$ cat config.mk
export PLATFORM = sky130hd
export DESIGN_NAME = lmfc_align
export DESIGN_NICKNAME = d
export VERILOG_FILES = /design/src/hdl/lmfc_pkg.sv /design/src/hdl/lmfc_if.sv /design/src/hdl/lmfc_align.sv /design/src/hdl/lmfc_counter.sv
export SDC_FILE = /design/constraint.sdc
export NUM_CORES = 1
export LEC_CHECK = 0
export ABC_AREA = 1
export BUFFER_PORTS_ARGS = -buffer_cell sky130_fd_sc_hd__clkbuf_2
export CAP_MARGIN = 20
export CORE_ASPECT_RATIO = 0.5
export CORE_MARGIN = 2
export CORE_UTILIZATION = 55
export CTS_CLUSTER_SIZE = 30
export DETAILED_ROUTE_END_ITERATION = 16
export GPL_ROUTABILITY_DRIVEN = 0
export MAX_ROUTING_LAYER = met4
export PLACE_DENSITY = 0.82
export SLEW_MARGIN = 20
export SYNTH_ARGS = -nofsm -noshare
export SYNTH_HDL_FRONTEND = slang
export SYNTH_SLANG_ARGS = --single-unit
$ cat constraint.sdc
create_clock -name sys_clk -period 1.6 [get_ports sys_clk]
set_input_delay 0.24 -clock sys_clk [delete_from_list [all_inputs] [get_ports sys_clk]]
set_output_delay 0.24 -clock sys_clk [all_outputs]
set_load 0.03 [all_outputs]
$ cat src/hdl/lmfc_pkg.sv
// Shared constants for the LMFC offset and SYSREF alignment block.
package lmfc_pkg;
  localparam int          CNT_W           = 8;
  localparam int          ADDR_W          = 8;
  localparam int          DATA_W          = 32;
  // Multiframe length in link clocks, F x K / 4 with F = 1 and K = 32.
  localparam int          FK4_DEFAULT     = 8;
  localparam int          ILAS_MF_DEFAULT = 4;
  // SYSREF sample to LMFC counter reset, in link clocks.
  localparam int          SYSREF_TO_RESET = 2;
  localparam logic [7:0]  ADDR_CONTROL    = 8'h54;
  localparam logic [7:0]  ADDR_ERR_STATUS = 8'h60;
  localparam logic [7:0]  ADDR_IRQ_MASK   = 8'h64;
  localparam logic [7:0]  ADDR_LINK_STAT  = 8'h68;
  // Control register field positions.
  localparam int          CTL_RX_SDET     = 0;
  localparam int          CTL_TX_SDET     = 1;
  localparam int          CTL_SCR_EN      = 2;
  localparam int          CTL_RX_OFF_LSB  = 8;
  localparam int          CTL_TX_OFF_LSB  = 16;
  localparam int          CTL_RBD_OFF_LSB = 24;
  // Error status bit positions.
  localparam int          ERR_RX_SYSREF   = 0;
  localparam int          ERR_TX_SYSREF   = 1;
  localparam int          ERR_DESKEW      = 4;
  localparam logic [7:0]  ERR_IMPL_MASK   = 8'h13;
  // Values after reset.
  localparam logic        SDET_RESET      = 1'b1;
  localparam logic [7:0]  OFFSET_RESET    = 8'h00;
  localparam logic [7:0]  MASK_RESET      = 8'h00;
endpackage : lmfc_pkg

$ cat src/hdl/lmfc_if.sv
// Carrier between the alignment top and one LMFC counter.
`timescale 1ns/1ps
`default_nettype none
interface lmfc_if;
  logic                         load;
  logic [lmfc_pkg::CNT_W-1:0]   offset;
  logic [lmfc_pkg::CNT_W-1:0]   count;
  logic                         boundary;
  modport ctrl (output load, output offset, input count, input boundary);
  modport cnt  (input load, input offset, output count, output boundary);
endinterface : lmfc_if
`default_nettype wire

$ cat src/hdl/lmfc_align.sv
// LMFC offset, SYSREF capture and SYNC_N/ILAS alignment for a transmit and a receive link.
//
// Design decision made here: the plain strobed port.
`timescale 1ns/1ps
`default_nettype none
// How it works
// - Counter resets exactly two link clocks after SYSREF is sampled high.
// - A SYSREF reset loads the programmed offset into the counter, not zero.
// - Receive offset 5 in an eight-count multiframe moves boundaries three clocks later.
// - Transmit offset 4 delays boundary four clocks; offset 5 delays it three.
// - Receive SYNC_N is released only on a receive LMFC boundary.
// - ILAS starts at the first transmit boundary after SYNC_N release is seen.
// - A later boundary thanks to offset lets ILAS start one boundary sooner.
// - Receive elastic buffer is released at a fixed LMFC count set by the release offset, repeatably.
// - Buffer depth is F x K/4; skew beyond it raises lane deskew error.
// - First detected SYSREF clears the single-detect bit in control register 0x54.
// - With single-detect clear, SYSREF is ignored until a control write sets it again or that side's control reset.
// - Software writes single-detect to 1 after link reset to resample SYSREF.
// - SYNC_N driven low after link is up starts reinitialisation.
// - Scrambling applies only in the user data phase, never CGS or ILAS.
// - Counter runs 0 to F x K/4 - 1 and wraps; wrap marks a boundary.
// - Buffer-release offset zero releases at boundary; n releases n counts earlier.
// - Lane deskew error is bit 4 of the receive error status register.
module lmfc_align #(
  parameter int FK4     = lmfc_pkg::FK4_DEFAULT,
  parameter int ILAS_MF = lmfc_pkg::ILAS_MF_DEFAULT
) (
  input  wire logic                          sys_clk,
  input  wire logic                          nrst,
  input  wire logic                          transmit_csr_reset_low,
  input  wire logic                          receive_csr_reset_low,
  input  wire logic [lmfc_pkg::ADDR_W-1:0]   reg_addr,
  input  wire logic [lmfc_pkg::DATA_W-1:0]   reg_wdata,
  input  wire logic                          reg_wr,
  input  wire logic                          reg_rd,
  output logic      [lmfc_pkg::DATA_W-1:0]   reg_rdata,
  output logic                               irq,
  input  wire logic                          rx_sysref,
  input  wire logic                          tx_sysref,
  input  wire logic                          tx_sync_n,
  output logic                               rx_sync_n,
  input  wire logic                          rx_cgs_done,
  input  wire logic                          rx_resync_req,
  input  wire logic                          rx_first_arrival,
  input  wire logic                          rx_last_arrival,
  output logic                               rx_buffer_release,
  output logic                               rx_descramble_en,
  output logic                               tx_ilas_active,
  output logic                               tx_data_phase,
  output logic                               tx_scramble_en
);
  localparam int CW = lmfc_pkg::CNT_W;

  typedef struct packed {
    logic [1:0]                  rx_sref_sync;
    logic                        rx_sref_prev;
    logic [1:0]                  tx_sref_sync;
    logic                        tx_sref_prev;
    logic [1:0]                  tx_sync_sync;
    logic                        rx_pipe;
    logic                        tx_pipe;
    logic                        rx_sdet;
    logic                        tx_sdet;
    logic                        scr_en;
    logic [CW-1:0]               rx_off;
    logic [CW-1:0]               tx_off;
    logic [CW-1:0]               rbd_off;
    logic [7:0]                  err;
    logic [7:0]                  mask;
    logic                        sync_n;
    logic [CW:0]                 skew;
    logic                        rx_rel;
    logic                        tx_ilas;
    logic                        tx_data;
    logic [3:0]                  ilas_cnt;
    logic                        irq;
    logic                        rx_desc;
    logic                        tx_scr;
    logic [lmfc_pkg::DATA_W-1:0] rdata;
  } lmfc_state_s;

  localparam logic [CW-1:0] FK4_C     = CW'(FK4);
  localparam logic [CW:0]   DEPTH     = (CW+1)'(FK4);
  localparam logic [3:0]    ILAS_LAST = 4'(ILAS_MF - 1);

  lmfc_state_s st;
  lmfc_state_s next_st;

  lmfc_if rx_lc ();
  lmfc_if tx_lc ();

  lmfc_counter #(.FK4(FK4)) u_rx_cnt (
    .sys_clk (sys_clk),
    .nrst    (nrst),
    .lc      (rx_lc)
  );

  lmfc_counter #(.FK4(FK4)) u_tx_cnt (
    .sys_clk (sys_clk),
    .nrst    (nrst),
    .lc      (tx_lc)
  );

  // The counters only ever see the offset at the moment of the load.
  // Offsets at or above the multiframe length are not clamped, so software must keep them below it.
  assign rx_lc.load   = st.rx_pipe;
  assign rx_lc.offset = st.rx_off;
  assign tx_lc.load   = st.tx_pipe;
  assign tx_lc.offset = st.tx_off;

  logic          rx_sref_rise;
  logic          tx_sref_rise;
  logic          rx_take;
  logic          tx_take;
  logic          tx_sync_hi;
  logic [CW-1:0] rel_point;
  logic          rel_here;
  logic          wr_ctl;
  logic          wr_err;

  always_comb
  begin
    next_st = st;
    rx_sref_rise = st.rx_sref_sync[1] & ~st.rx_sref_prev;
    tx_sref_rise = st.tx_sref_sync[1] & ~st.tx_sref_prev;
    rx_take      = rx_sref_rise & st.rx_sdet;
    tx_take      = tx_sref_rise & st.tx_sdet;
    tx_sync_hi   = st.tx_sync_sync[1];
    rel_point    = (st.rbd_off == '0) ? '0 : FK4_C - st.rbd_off;
    rel_here     = (rx_lc.count == rel_point);
    wr_ctl       = reg_wr & (reg_addr == lmfc_pkg::ADDR_CONTROL);
    wr_err       = reg_wr & (reg_addr == lmfc_pkg::ADDR_ERR_STATUS);

    // The SYSREF and transmit SYNC_N pins pass two flops before anything looks at them.
    next_st.rx_sref_sync = {st.rx_sref_sync[0], rx_sysref};
    next_st.rx_sref_prev = st.rx_sref_sync[1];
    next_st.tx_sref_sync = {st.tx_sref_sync[0], tx_sysref};
    next_st.tx_sref_prev = st.tx_sref_sync[1];
    next_st.tx_sync_sync = {st.tx_sync_sync[0], tx_sync_n};

    // One pipeline stage plus the counter's load edge gives the fixed two clocks.
    next_st.rx_pipe = rx_take;
    next_st.tx_pipe = tx_take;

    // Register writes.
    if (wr_ctl)
    begin
      next_st.rx_sdet = reg_wdata[lmfc_pkg::CTL_RX_SDET];
      next_st.tx_sdet = reg_wdata[lmfc_pkg::CTL_TX_SDET];
      next_st.scr_en  = reg_wdata[lmfc_pkg::CTL_SCR_EN];
      next_st.rx_off  = reg_wdata[lmfc_pkg::CTL_RX_OFF_LSB +: CW];
      next_st.tx_off  = reg_wdata[lmfc_pkg::CTL_TX_OFF_LSB +: CW];
      next_st.rbd_off = reg_wdata[lmfc_pkg::CTL_RBD_OFF_LSB +: CW];
    end
    if (reg_wr && reg_addr == lmfc_pkg::ADDR_IRQ_MASK)
      next_st.mask = reg_wdata[7:0] & lmfc_pkg::ERR_IMPL_MASK;
    if (wr_err)
      next_st.err = st.err & ~reg_wdata[7:0];

    // A detected pulse disarms further capture; a hardware clear loses to a
    // software write in the same cycle so a rearm is never swallowed.
    if (rx_take && !wr_ctl)
      next_st.rx_sdet = 1'b0;
    if (tx_take && !wr_ctl)
      next_st.tx_sdet = 1'b0;

    // Receive SYNC_N: asserted at once, released only on a boundary.
    if (!rx_cgs_done || rx_resync_req)
      next_st.sync_n = 1'b0;
    else if (rx_lc.boundary)
      next_st.sync_n = 1'b1;

    // Elastic buffer release and lane skew accounting.
    if (!st.sync_n)
    begin
      next_st.rx_rel = 1'b0;
      next_st.skew   = '0;
    end
    else
    begin
      if (rx_last_arrival && rel_here)
        next_st.rx_rel = 1'b1;
      if (rx_first_arrival && !st.rx_rel && st.skew <= DEPTH)
        next_st.skew = st.skew + 1'b1;
    end

    // Transmit: ILAS starts on the first boundary after SYNC_N release is seen,
    // so a later boundary shift lets it start one boundary sooner.
    if (!tx_sync_hi)
    begin
      next_st.tx_ilas  = 1'b0;
      next_st.tx_data  = 1'b0;
      next_st.ilas_cnt = '0;
    end
    else if (tx_lc.boundary)
    begin
      if (!st.tx_ilas && !st.tx_data)
        next_st.tx_ilas = 1'b1;
      else if (st.tx_ilas)
      begin
        if (st.ilas_cnt == ILAS_LAST)
        begin
          next_st.tx_ilas  = 1'b0;
          next_st.tx_data  = 1'b1;
          next_st.ilas_cnt = '0;
        end
        else
          next_st.ilas_cnt = st.ilas_cnt + 1'b1;
      end
    end

    // Scrambling only once the user data phase is reached.
    next_st.tx_scr  = st.scr_en & next_st.tx_data;
    next_st.rx_desc = st.scr_en & next_st.rx_rel;

    // Sticky events; a set wins over a software clear in the same cycle.
    if (rx_take)
      next_st.err[lmfc_pkg::ERR_RX_SYSREF] = 1'b1;
    if (tx_take)
      next_st.err[lmfc_pkg::ERR_TX_SYSREF] = 1'b1;
    if (st.sync_n && rx_first_arrival && !st.rx_rel && st.skew == DEPTH)
      next_st.err[lmfc_pkg::ERR_DESKEW] = 1'b1;
    next_st.irq = |(next_st.err & next_st.mask);

    // Read data stand in the cycle after the strobe only.
    next_st.rdata = '0;
    if (reg_rd)
    begin
      unique case (reg_addr)
        lmfc_pkg::ADDR_CONTROL:
        begin
          next_st.rdata[lmfc_pkg::CTL_RX_SDET]              = st.rx_sdet;
          next_st.rdata[lmfc_pkg::CTL_TX_SDET]              = st.tx_sdet;
          next_st.rdata[lmfc_pkg::CTL_SCR_EN]               = st.scr_en;
          next_st.rdata[lmfc_pkg::CTL_RX_OFF_LSB +: CW]     = st.rx_off;
          next_st.rdata[lmfc_pkg::CTL_TX_OFF_LSB +: CW]     = st.tx_off;
          next_st.rdata[lmfc_pkg::CTL_RBD_OFF_LSB +: CW]    = st.rbd_off;
        end
        lmfc_pkg::ADDR_ERR_STATUS: next_st.rdata[7:0] = st.err;
        lmfc_pkg::ADDR_IRQ_MASK:   next_st.rdata[7:0] = st.mask;
        lmfc_pkg::ADDR_LINK_STAT:
          next_st.rdata[20:0] = {st.rx_rel, st.tx_data, st.tx_ilas, tx_sync_hi,
                                 st.sync_n, tx_lc.count, rx_lc.count};
        default:                   next_st.rdata = '0;
      endcase
    end

    // Control resets restore each side's registers; the link reset leaves them
    // alone so software can rearm single-detect without a control reset.
    if (!receive_csr_reset_low)
    begin
      next_st.rx_sdet = lmfc_pkg::SDET_RESET;
      next_st.rx_off  = lmfc_pkg::OFFSET_RESET;
      next_st.rbd_off = lmfc_pkg::OFFSET_RESET;
      next_st.scr_en  = 1'b0;
      next_st.mask    = lmfc_pkg::MASK_RESET;
      next_st.err[lmfc_pkg::ERR_RX_SYSREF] = 1'b0;
      next_st.err[lmfc_pkg::ERR_DESKEW]    = 1'b0;
    end
    if (!transmit_csr_reset_low)
    begin
      next_st.tx_sdet = lmfc_pkg::SDET_RESET;
      next_st.tx_off  = lmfc_pkg::OFFSET_RESET;
      next_st.err[lmfc_pkg::ERR_TX_SYSREF] = 1'b0;
    end
    if (!nrst)
    begin
      next_st.rx_sref_sync = '0;
      next_st.rx_sref_prev = 1'b0;
      next_st.tx_sref_sync = '0;
      next_st.tx_sref_prev = 1'b0;
      next_st.tx_sync_sync = '0;
      next_st.rx_pipe      = 1'b0;
      next_st.tx_pipe      = 1'b0;
      next_st.sync_n       = 1'b0;
      next_st.skew         = '0;
      next_st.rx_rel       = 1'b0;
      next_st.tx_ilas      = 1'b0;
      next_st.tx_data      = 1'b0;
      next_st.ilas_cnt     = '0;
      next_st.rx_desc      = 1'b0;
      next_st.tx_scr       = 1'b0;
      next_st.rdata        = '0;
      next_st.irq          = 1'b0;
    end
  end

  always_ff @(posedge sys_clk)
    st <= next_st;

  assign reg_rdata         = st.rdata;
  assign irq               = st.irq;
  assign rx_sync_n         = st.sync_n;
  assign rx_buffer_release = st.rx_rel;
  assign rx_descramble_en  = st.rx_desc;
  assign tx_ilas_active    = st.tx_ilas;
  assign tx_data_phase     = st.tx_data;
  assign tx_scramble_en    = st.tx_scr;
endmodule : lmfc_align
`default_nettype wire

$ cat src/hdl/lmfc_counter.sv
// Local multiframe counter with offset preload.
`timescale 1ns/1ps
`default_nettype none
module lmfc_counter #(
  parameter int FK4 = lmfc_pkg::FK4_DEFAULT
) (
  input  wire logic sys_clk,
  input  wire logic nrst,
  lmfc_if.cnt       lc
);
  typedef struct packed {
    logic [lmfc_pkg::CNT_W-1:0] count;
    logic                       boundary;
  } lmfc_cnt_s;

  localparam logic [lmfc_pkg::CNT_W-1:0] LAST = lmfc_pkg::CNT_W'(FK4 - 1);

  lmfc_cnt_s st;
  lmfc_cnt_s next_st;

  always_comb
  begin
    next_st = st;
    if (lc.load)
      next_st.count = lc.offset;
    else if (st.count == LAST)
      next_st.count = '0;
    else
      next_st.count = st.count + 1'b1;
    // The flag marks the cycle in which the count stands at zero.
    next_st.boundary = (next_st.count == '0);
    if (!nrst)
    begin
      next_st.count    = '0;
      next_st.boundary = 1'b0;
    end
  end

  always_ff @(posedge sys_clk)
    st <= next_st;

  assign lc.count    = st.count;
  assign lc.boundary = st.boundary;
endmodule : lmfc_counter
`default_nettype wire

==> summary.md, run 1 <==
| Metric | Value |
|---|---|
| Nature of the critical path startpoint | `flop` |
| Die X | `between 100 and 150 µm` |
| Pins Over Slew Limit | `0` |
| CP max FO | `3` |
| Fin crit share | `100%` |
| Initial antenna violation count | `0` |
| Drt pass-1 iters | `6` |
| Ys Warns | `0` |
| DR WL/cell | `roughly 15 µm` |
| Pre-CTS WS | `-0.102 ns` |
| Starting density of the core | `a little under 60%` |
| Synth Area per Inst | `between 7 and 8 µm²` |
| Die H | `between 70 and 80 µm` |
| Antenna viol nets, final | `0` |
| Netlist Area Pre-Place | `around 5200 µm²` |
| First-pass GRT wire length | `approximately 21000 µm` |
| Peak Freq | `623 MHz` |
| Largest incremental delay on the critical path | `0.34 ns` |
| Full die area | `~10000 µm²` |
| Crit Path Class | `flop to flop` |
| Clock transition at path regs | `0.05 ns` |
| Slowest CP cell | `dfxtp_2` |
| Number of synthesized register bits | `between 100 and 150` |
| Clock skew | `around 0.0063 ns` |
| GRT overflow | `0` |
| RSZ-0062 raised after global routing | `true` |
| Finished Cell Area | `6390 µm²` |
| Register area share after synthesis | `roughly 48%` |
| Non-Filler Instances | `901` |
| Root Driver | `clkbuf_16` |
| Hold Fails Final Rpt | `0` |
| DR vias | `4720` |
| Number of DRC markers in iteration 0 | `about 430` |
| CP Data Required Time | `1.95 ns` |
| GRT Overall Usage | `between 20% and 30%` |
| I/O pin count | `about 90` |
| Via density | `5.24` |
| # clock sinks | `123` |
| Max-cap violation count | `0` |
| Setup ws final | `-0.00469 ns` |
| CTS tree | `done` |
| CTS Buf Count | `17` |
| Number of H-tree levels | `4` |
| Min Hold Slack | `between 0.015 and 0.02 ns` |
| Cell Rows | `24` |
| Hold Path Depth | `2` |
| Clock Latency Late Sink | `between 0.4 and 0.5 ns` |
| Failing checks | `negative setup slack` |
| Setup violations, final | `1` |
| Leakage Power | `roughly 2.9 nW` |
| Port Buffer Count | `91` |
| Outcome | `finished, violations left` |
| Pwr dens | `between 1000 and 1500 nW/µm²` |
| Cells along the critical path | `inv_2, ha_4, or2_1, nand3_1, nand2_1, nand3b_1, nor2_2, nand3_1, nand2_1, nand2_2, nor2_1` |
| Worst Hold Class | `input pin to flop` |
| Final min period | `approximately 1.6 ns` |
| Setup crit end kind | `flop` |
| Layout cell share with drive strength beyond 1 | `25.1%` |
| NumNets Final | `830` |
| Layout area overhead | `23.6%` |
| Relative slew slack | `roughly three quarters` |
| Detailed Route WL | `13400 µm` |
| Vias in the first global route | `4341` |
| Clock Tree Buf Depth | `2` |
| Netlist cell types | `34` |
| Layout Utilization | `between 70% and 80%` |
| Placed Cells | `866` |
| Core area | `a little under 9000 µm²` |
| HPWL after detailed placement | `9270 µm` |
| Largest vdd supply drop | `around 0.00087 V` |
| Diode count | `0` |
| Pin count of the biggest net entering global routing | `27` |
| Placed instance area | `roughly 5700 µm²` |
| Crit path DAT | `roughly 2.0 ns` |
| Worst-Margin Slew | `about 0.38 ns` |
| Post-synthesis cell count | `682` |
| Syn nets | `roughly 740` |
| Drc violations | `0` |
| Path depth of the worst reg2reg path | `11` |
where the power goes:
part           leakage (nW)  switching, W  total, W  internal (W)
clock                 0.287       0.00134   0.00378       0.00245
combinational          1.63      0.000203  0.000342      0.000139
sequential            0.997     0.0000385   0.00315       0.00311
total                  2.91       0.00158   0.00728       0.00570
layout by cell type (no fill, tap or decap), drive strengths merged:
| master | count |
|---|---|
| o22ai | 19 |
| buf | 24 |
| o221ai | 1 |
| nand4 | 8 |
| a21oi | 43 |
| nand2 | 92 |
| xnor2 | 1 |
| clkbuf | 116 |
| dlygate4sd3 | 1 |
| o21ai | 53 |
| or2 | 3 |
| clkinv | 4 |
| bufinv | 2 |
| o21a | 3 |
| clkinvlp | 1 |
| nand3b | 1 |
| mux2i | 1 |
| xor2 | 8 |
| ha | 6 |
| dfxtp | 123 |
| a31oi | 4 |
| nand3 | 48 |
| o31ai | 2 |
| nor2 | 79 |
| a221oi | 2 |
| inv | 123 |
| nor3 | 16 |
cell usage after synthesis (all sizes together):
cell | count | area share (%)
o21a | 3 | 0.44
ha | 6 | 1.5
nand2 | 92 | 6.8
o21ai | 53 | 5.1
inv | 122 | 8.9
nand3 | 48 | 4.8
o221ai | 1 | 0.17
xnor2 | 1 | 0.17
o31ai | 2 | 0.29
buf | 38 | 5.3
nand3b | 1 | 0.15
nor3 | 16 | 1.8
o22ai | 19 | 2.3
dfxtp | 123 | 48
xor2 | 8 | 1.4
clkbuf | 8 | 0.58
mux2i | 1 | 0.19
nor2 | 79 | 6.1
nand4 | 8 | 0.97
clkinv | 1 | 0.073
a31oi | 4 | 0.48
a221oi | 2 | 0.34
or2 | 3 | 0.36
a21oi | 43 | 4.2
final cells by class:
cell class / count / area (µm²)
clock inverter: 7 / 87.6
inverter: 123 / 462
clock buffer: 25 / 495
sequential: 123 / 2470
tap: 117 / 146
fill: 658 / 2530
timing repair buffer: 116 / 683
multi-input combinational: 390 / 2040
path summary, 6_finish.rpt:
check | slack [ns] | from | to
max | -0.005 | st[69] | rx_descramble_en
min | 0.02 | reg_wdata[6] | st[66]
max reg2reg | -0.005 | st[69] | rx_descramble_en
min reg2reg | 0.42 | st[97] | st[98]
flip-flops by register name, indices dropped and copies added, names as in the netlist:
signal and cells:
rx_lc.load 1, rx_buffer_release 1, st 48, rx_lc.offset 8, tx_scramble_en 1, u_rx_cnt.lc.boundary 1
irq 1, u_tx_cnt.lc.boundary 1, tx_ilas_active 1, reg_rdata 32, rx_descramble_en 1, u_tx_cnt.lc.count 8
tx_lc.offset 8, u_rx_cnt.lc.count 8, tx_lc.load 1, rx_sync_n 1, tx_data_phase 1
critical path: cells and delay by family (launching register included):
family | cells | cell delay (ns)
adders and majority gates | 1 | 0.16
buffers and inverters | 1 | 0.06
DFF | 1 | 0.34
and+or+nand+nor | 9 | 0.97
through the flow:
step / TNS (ns) / power [W]
after floorplan: 0 / 0.00336
after global placement: -0.134 / 0.00351
after detailed placement: -0.172 / 0.00352
after CTS: 0 / 0.00728
after global routing: -0.361 / 0.00748
final: -0.00469 / 0.00728
routing by layer:
metal / vias up / global-route usage (%) / routed length [µm]
met5: - / - / 0
met4: 0 / 13.2 / 252
met3: 27 / 6.27 / 1120
met2: 229 / 40.1 / 5800
met1: 2139 / 36.3 / 6190
li1: 2325 / - / -
cells by family after synthesis:
| family | count (synthesis) | share of synthesized area, % |
|---|---|---|
| buffers and inverters | 169 | 14.8 |
| DFF | 123 | 47.7 |
| adders and majority gates | 6 | 1.45 |
| muxes | 1 | 0.194 |
| AOI/OAI and AO/OA | 127 | 13.4 |
| and+or+nand+nor | 247 | 21.0 |
| xor gates and xnor gates | 9 | 1.53 |
what timing repair did:
item | in CTS | in global routing
setup buffers | 0 | 2
pin swaps | 3 | 8
resized for setup | 9 | 25
hold endpoints to repair | 1 | 0
hold buffers | 1 | 0
endpoints found under the setup margin | 3 | 6
(Power assumes the default switching activity.)
==> inputs of run 2 (changes only) <==
BUFFER_PORTS_ARGS = -buffer_cell sky130_fd_sc_hd__buf_2   (was -buffer_cell sky130_fd_sc_hd__clkbuf_2)
CORE_ASPECT_RATIO = default   (was 0.5)
CTS_BUF_LIST = sky130_fd_sc_hd__clkbuf_16   (was default)
==> summary.md, run 2 (synthesized netlist as in run 1, its figures left out) <==
| Metric | Value |
|---|---|
| Most frequent cells in the layout | `dfxtp_1 (117), inv_1 (107), buf_2 (91)` |
| Drt pass-1 iters | `5` |
| Clock skew | `0.00956 ns` |
| Worst R2R Start | `st[69]` |
| Pwr dens | `~1100 nW/µm²` |
| Biggest register | `st` |
| Crit Path Class | `flop to flop` |
| Diode count | `0` |
| GRT Overall Usage | `between 20% and 30%` |
| Peak Freq | `590 MHz` |
| Clock transition at path regs | `0.06 ns` |
| Placed Cells | `between 800 and 900` |
| First-pass GRT wire length | `about 21000 µm` |
| Starting density of the core | `56.2%` |
| Largest vdd supply drop | `approximately 0.00062 V` |
| Relative slew slack | `about three quarters` |
| Via density | `5.51` |
| Most common cell after layout, fill and taps aside | `dfxtp_1` |
| Crit path from | `st[69]` |
| DR WL/cell | `approximately 16 µm` |
| Crit path DAT | `just over 2 ns` |
| Die X | `between 100 and 150 µm` |
| Detailed Route WL | `13800 µm` |
| Die H | `101 µm` |
| Non-Filler Instances | `just under 900` |
| Failing checks | `negative setup slack` |
| Levels on crit path | `11` |
| R2R Path End | `rx_descramble_en` |
| R2R setup slack | `-0.1 ns` |
| Fill count | `691` |
| Top delay family on crit path | `simple AND/OR/NAND/NOR gates` |
| Nature of the critical path startpoint | `flop` |
| CP max FO | `2` |
| DR vias | `between 4000 and 5000` |
| Max reg flops | `48` |
| RSZ-0062 raised after global routing | `true` |
| Buf/Inv on CP | `1` |
| Clock Tree Buf Depth | `2` |
| Setup violations, final | `2` |
| Setup ws final | `-0.0960 ns` |
| Drc violations | `0` |
| Largest incremental delay on the critical path | `approximately 0.34 ns` |
| Setup crit end | `rx_descramble_en` |
| Path depth of the worst reg2reg path | `11` |
| Port Buffer Count | `slightly above 90` |
| Pin count of the biggest net entering global routing | `23` |
| Core area | `9200 µm²` |
| GRT overflow | `0` |
| Vias in the first global route | `4545` |
| Antenna viol nets, final | `0` |
| Setup crit end kind | `flop` |
| Pins Over Slew Limit | `0` |
| Fin crit share | `106%` |
| Number of DRC markers in iteration 0 | `~410` |
| Setup_tns | `-0.138 ns` |
| Hold Fails Final Rpt | `0` |
| Worst-Margin Slew | `a little under 0.4 ns` |
| CTS Buf Count | `17` |
| Root Driver | `clkbuf_16` |
| Full die area | `approximately 10000 µm²` |
| Layout area overhead | `24.3%` |
| Number of H-tree levels | `4` |
| Cells along the critical path | `inv_2, ha_4, or2_1, nand3_1, nand2_1, nand3b_1, nor2_2, nand3_2, nand2_2, nand2_2, nor2_2` |
| Layout cell share with drive strength beyond 1 | `about a quarter` |
| CP Data Required Time | `a little under 2 ns` |
| Clock Latency Late Sink | `0.42 ns` |
| Worst Hold Class | `input pin to flop` |
| # clock sinks | `between 100 and 150` |
| NumNets Final | `a little over 800` |
| Initial antenna violation count | `0` |
| Slowest CP cell | `dfxtp_2` |
| CTS tree | `done` |
| Pre-CTS WS | `-0.216 ns` |
| Final min period | `about 1.7 ns` |
| Outcome | `finished, violations left` |
| Max-cap violation count | `0` |
| Multi-input gate area | `~2100 µm²` |
| Leakage Power | `2.92 nW` |
| I/O pin count | `slightly above 90` |
| Finished Cell Area | `between 6000 and 7000 µm²` |
| Min Hold Slack | `0.0188 ns` |
| Placed instance area | `approximately 5600 µm²` |
| Seq. cell area | `2470 µm²` |
| Cell Rows | `35` |
| HPWL after detailed placement | `roughly 9000 µm` |
-- run 2: cell count changes in the layout (fill, tap and decap cells not counted), sizes merged --
cell      delta
buf         +87
bufinv       +1
clkinv       +2
inv          +2
clkinvlp     +2
clkbuf      -99
-- run 2: final cells by class --
| class | count | share of cell area [%] |
|---|---|---|
| clock buffers | 17 | 6.63 |
| clock inverters | 14 | 2.69 |
| inverters | 123 | 7.19 |
| multi-input cells | 390 | 32.7 |
| flip-flops and latches | 123 | 38.5 |
| well taps | 111 | 2.16 |
| repair buffers | 112 | 10.1 |
-- run 2: tightest hold or removal path, delay by kind of cell --
family | cells | cell delay [ns]
buf+inv | 2 | 0.12
simple gates | 1 | 0.04
-- run 2: metal layers --
layer  vias up  wire (µm)  track usage [%]
met5         -          0                -
met4         0        418             10.6
met3        45       1130             7.21
met2       287       6770             45.6
met1      2249       5500             32.1
li1       2327          -                -
-- run 2: timing repair --
| item | CTS | global route |
|---|---|---|
| hold endpoints to repair | 1 | 0 |
| endpoints found under the setup margin | 3 | 5 |
| hold buffers | 1 | 0 |
| pin swaps | 8 | 16 |
| gates resized for setup | 16 | 36 |
| buffers inserted | 2 | 1 |
-- run 2: worst min-delay path by stage --
stage	from	endpoint	slack, ns	depth (start not counted)
5_1_grt	tx_sysref	st[100]	0.02	3
3_3_place_gp	st[103]	st[104]	0.40	2
4_1_cts	rx_sysref	st[103]	0.01	3
2_1_floorplan	rx_resync_req	rx_sync_n	0.32	1
3_5_place_dp	rx_resync_req	rx_sync_n	0.41	2
6_report	rx_sysref	st[103]	0.02	3
-- run 2: metrics by stage --
step	util [%]	total power, W
after detailed placement	61.0	0.00352
after floorplan	-	0.00336
final	69.8	0.00738
after CTS	68.3	0.00736
after global placement	61.0	0.00351
after global routing	69.8	0.00759
-- run 2: report_power, final --
part           total [W]  internal, W  switching [W]
clock network    0.00387      0.00244        0.00142
registers        0.00315      0.00311      0.0000357
logic           0.000365     0.000149       0.000216
total            0.00738      0.00570        0.00168
==> inputs of run 3 (changes only) <==
ABC_AREA = default   (was 1)
==> summary.md, run 3 <==
| Metric | Value |
|---|---|
| Outcome | `finished, violations left` |
| Failing checks | `negative setup slack` |
| Port Buffer Count | `just over 90` |
| Clk pwr share | `just over 50%` |
| Clock Latency Late Sink | `roughly 0.42 ns` |
| CTS Buf Count | `17` |
| Clock skew | `approximately 0.013 ns` |
| Pin count of the biggest net entering global routing | `29` |
| Root Driver | `clkbuf_16` |
| Multi-input gate area | `between 2000 and 3000 µm²` |
| Crit Path Class | `flop to flop` |
| Worst Hold Class | `input pin to flop` |
| Most common cell after layout, fill and taps aside | `dfxtp_1` |
| EDFF count, synth | `0` |
| Synth area leaders | `dfxtp_1 (47%), nand2_1 (5.6%), buf_4 (4.8%)` |
| Met2 wire len | `9540 µm` |
| Total power draw | `around 0.0075 W` |
| GRT Overall Usage | `approximately 33%` |
| CP Data Required Time | `approximately 1.9 ns` |
| Max-cap violation count | `0` |
| Hold Fails Final Rpt | `0` |
| GRT overflow | `0` |
| Layout cell share with drive strength beyond 1 | `a little over two fifths` |
| Leakage Power | `approximately 3.3 nW` |
| P_sw | `~0.0017 W` |
| Register area share after synthesis | `a little under half` |
| Drt pass-1 iters | `6` |
| Detailed Route WL | `between 15000 and 20000 µm` |
| Die X | `approximately 100 µm` |
| Layout area overhead | `43.9%` |
| Biggest register | `st` |
| Initial antenna violation count | `1` |
| Number of H-tree levels | `4` |
| First-pass GRT wire length | `25200 µm` |
| Finished Cell Area | `~7500 µm²` |
| Clock Tree Buf Depth | `2` |
| Setup violations, final | `between 60 and 70` |
| Leading area contributor after synthesis | `dfxtp_1` |
| Relative slew slack | `between 60% and 70%` |
| Netlist cell types | `60` |
| Largest vdd supply drop | `around 0.00073 V` |
| Ys Warns | `0` |
| Clock transition at path regs | `roughly 0.06 ns` |
| Number of synthesized register bits | `~120` |
| Pwr dens | `around 1000 nW/µm²` |
| Fin crit share | `121%` |
| DRT met1 WL | `6790 µm` |
| Top cells by count, synth | `dfxtp_1 (123), nand2_1 (78), nor2_1 (58)` |
| Synth top area share | `between 40% and 50%` |
| CP max FO | `4` |
| Most frequent cells in the layout | `dfxtp_1 (114), buf_2 (89), buf_4 (61)` |
| Most used flip-flop cell after synthesis | `dfxtp_1` |
| Seq. cell area | `between 2000 and 2500 µm²` |
| Die H | `101 µm` |
| Nature of the critical path startpoint | `flop` |
| DR WL/cell | `23.7 µm` |
| Fill count | `roughly 450` |
| Worst-Margin Slew | `just over 0.5 ns` |
| Via density | `6.43` |
| Int Power | `about 0.0058 W` |
| Layout Utilization | `81.4%` |
| NumNets Final | `~780` |
| Pins Over Slew Limit | `0` |
| Setup ws final | `-0.334 ns` |
| Max reg flops | `48` |
| DR vias | `5396` |
| Top sig layer | `met4` |
| Post-synthesis cell count | `slightly below 600` |
| Count leader, synth | `dfxtp_1` |
| CTS tree | `done` |
| Placed instance area | `slightly above 6000 µm²` |
| Synth Area per Inst | `approximately 9 µm²` |
| Sw Share | `between 20% and 30%` |
| Vias in the first global route | `4944` |
| Syn nets | `around 640` |
| Starting density of the core | `about 57%` |
| Drc violations | `0` |
| Part of the power in registers | `41.9%` |
| Core area | `around 9200 µm²` |
| Netlist Area Pre-Place | `approximately 5200 µm²` |
| # clock sinks | `123` |
| Cell Rows | `35` |
| Setup crit end kind | `flop` |
| Number of DRC markers in iteration 0 | `610` |
| Peak Freq | `roughly 520 MHz` |
| HPWL after detailed placement | `9660 µm` |
| RSZ-0062 raised after global routing | `true` |
| Final min period | `about 1.9 ns` |
| Comb pwr share | `6.3%` |
| Ys async rst share | `0%` |
| Antenna viol nets, final | `0` |
| Crit path DAT | `2.25 ns` |
| Full die area | `between 10000 and 15000 µm²` |
| Wire length on met3 | `between 1500 and 2000 µm` |
| I/O pin count | `92` |
## run 3: cell count changes in the layout (fill, tap and decap cells not counted), moves of 14 or more
cell and change:
nand2_4 +24, nand3_1 -29, inv_2 -14, o22ai_1 -18, o21ai_0 -16, o21ai_1 -26
and2_1 +21, a22o_1 +15, buf_4 +45, a21oi_1 -28, nand2_1 -37, inv_1 -94
## run 3: critical path, cell delays in order, from the launching register on
cell	delay (ns)
dfxtp_1	0.33
inv_2	0.11
ha_4	0.18
nand2b_4	0.08
buf_6	0.12
nor4_4	0.38
a21oi_1	0.12
o311a_1	0.12
a41o_1	0.24
and2_1	0.15
## run 3: power by group through the flow
stage	Sequential, W	Combinational (W)	Clock [W]
2_1_floorplan	0.00319	0.000167	0
4_1_cts	0.00313	0.000383	0.00379
6_report	0.00313	0.000468	0.00388
5_1_grt	0.00313	0.000484	0.00399
3_5_place_dp	0.00319	0.000352	0
3_3_place_gp	0.00319	0.000337	0
## run 3: final cells by class
class	count	share of cell area (%)
antenna	1	0.0334
timing repair buffer	178	18.3
inverter	13	0.652
multi-input combinational	383	38.3
clock inverter	12	1.77
sequential	123	33.1
tap	111	1.86
clock buffer	18	6.02
## run 3: cell families after synthesis
group	synth area share [%]
XOR/XNOR	4.04
multiplexers	2.50
buffers and inverters	7.92
adder cells (fa/ha/maj)	1.44
AND/OR/NAND/NOR	22.2
flip-flops	47.4
AO/OA/AOI/OAI	14.5
## run 3: worst paths after layout
path,slack (ns),startpoint,end,cells after the start
min reg2reg,0.43,st[100],st[101],1
max reg2reg,-0.33,st[69],rx_descramble_en,9
min,0.03,tx_sync_n,st[97],2
max,-0.33,st[69],rx_descramble_en,9
## run 3: routing by layer
layer,up-vias,GRT usage (%)
met5,-,-
met4,0,16.4
met3,176,8.07
met2,498,56.2
met1,2491,36.8
li1,2231,-
## run 3: metrics by stage
step	instances	hold slack [ns]	setup slack [ns]	TNS [ns]
detailed placement	789	0.410	-0.603	-28.21
finish	839	0.0274	-0.334	-5.28
global placement	789	0.404	-0.527	-24.82
global route	839	0.0429	-0.364	-6.57
CTS	829	0.0297	-0.226	-2.55
floorplan	579	0.317	-0.403	-9.03
## run 3: timing repair
action / in CTS / in global routing
resized for setup: 30 / 113
hold buffers: 1 / 0
pin swaps: 14 / 56
cloned: 5 / 1
setup endpoints to repair: 26 / 68
endpoints found under the hold margin: 1 / 0
buffers inserted: 4 / 13
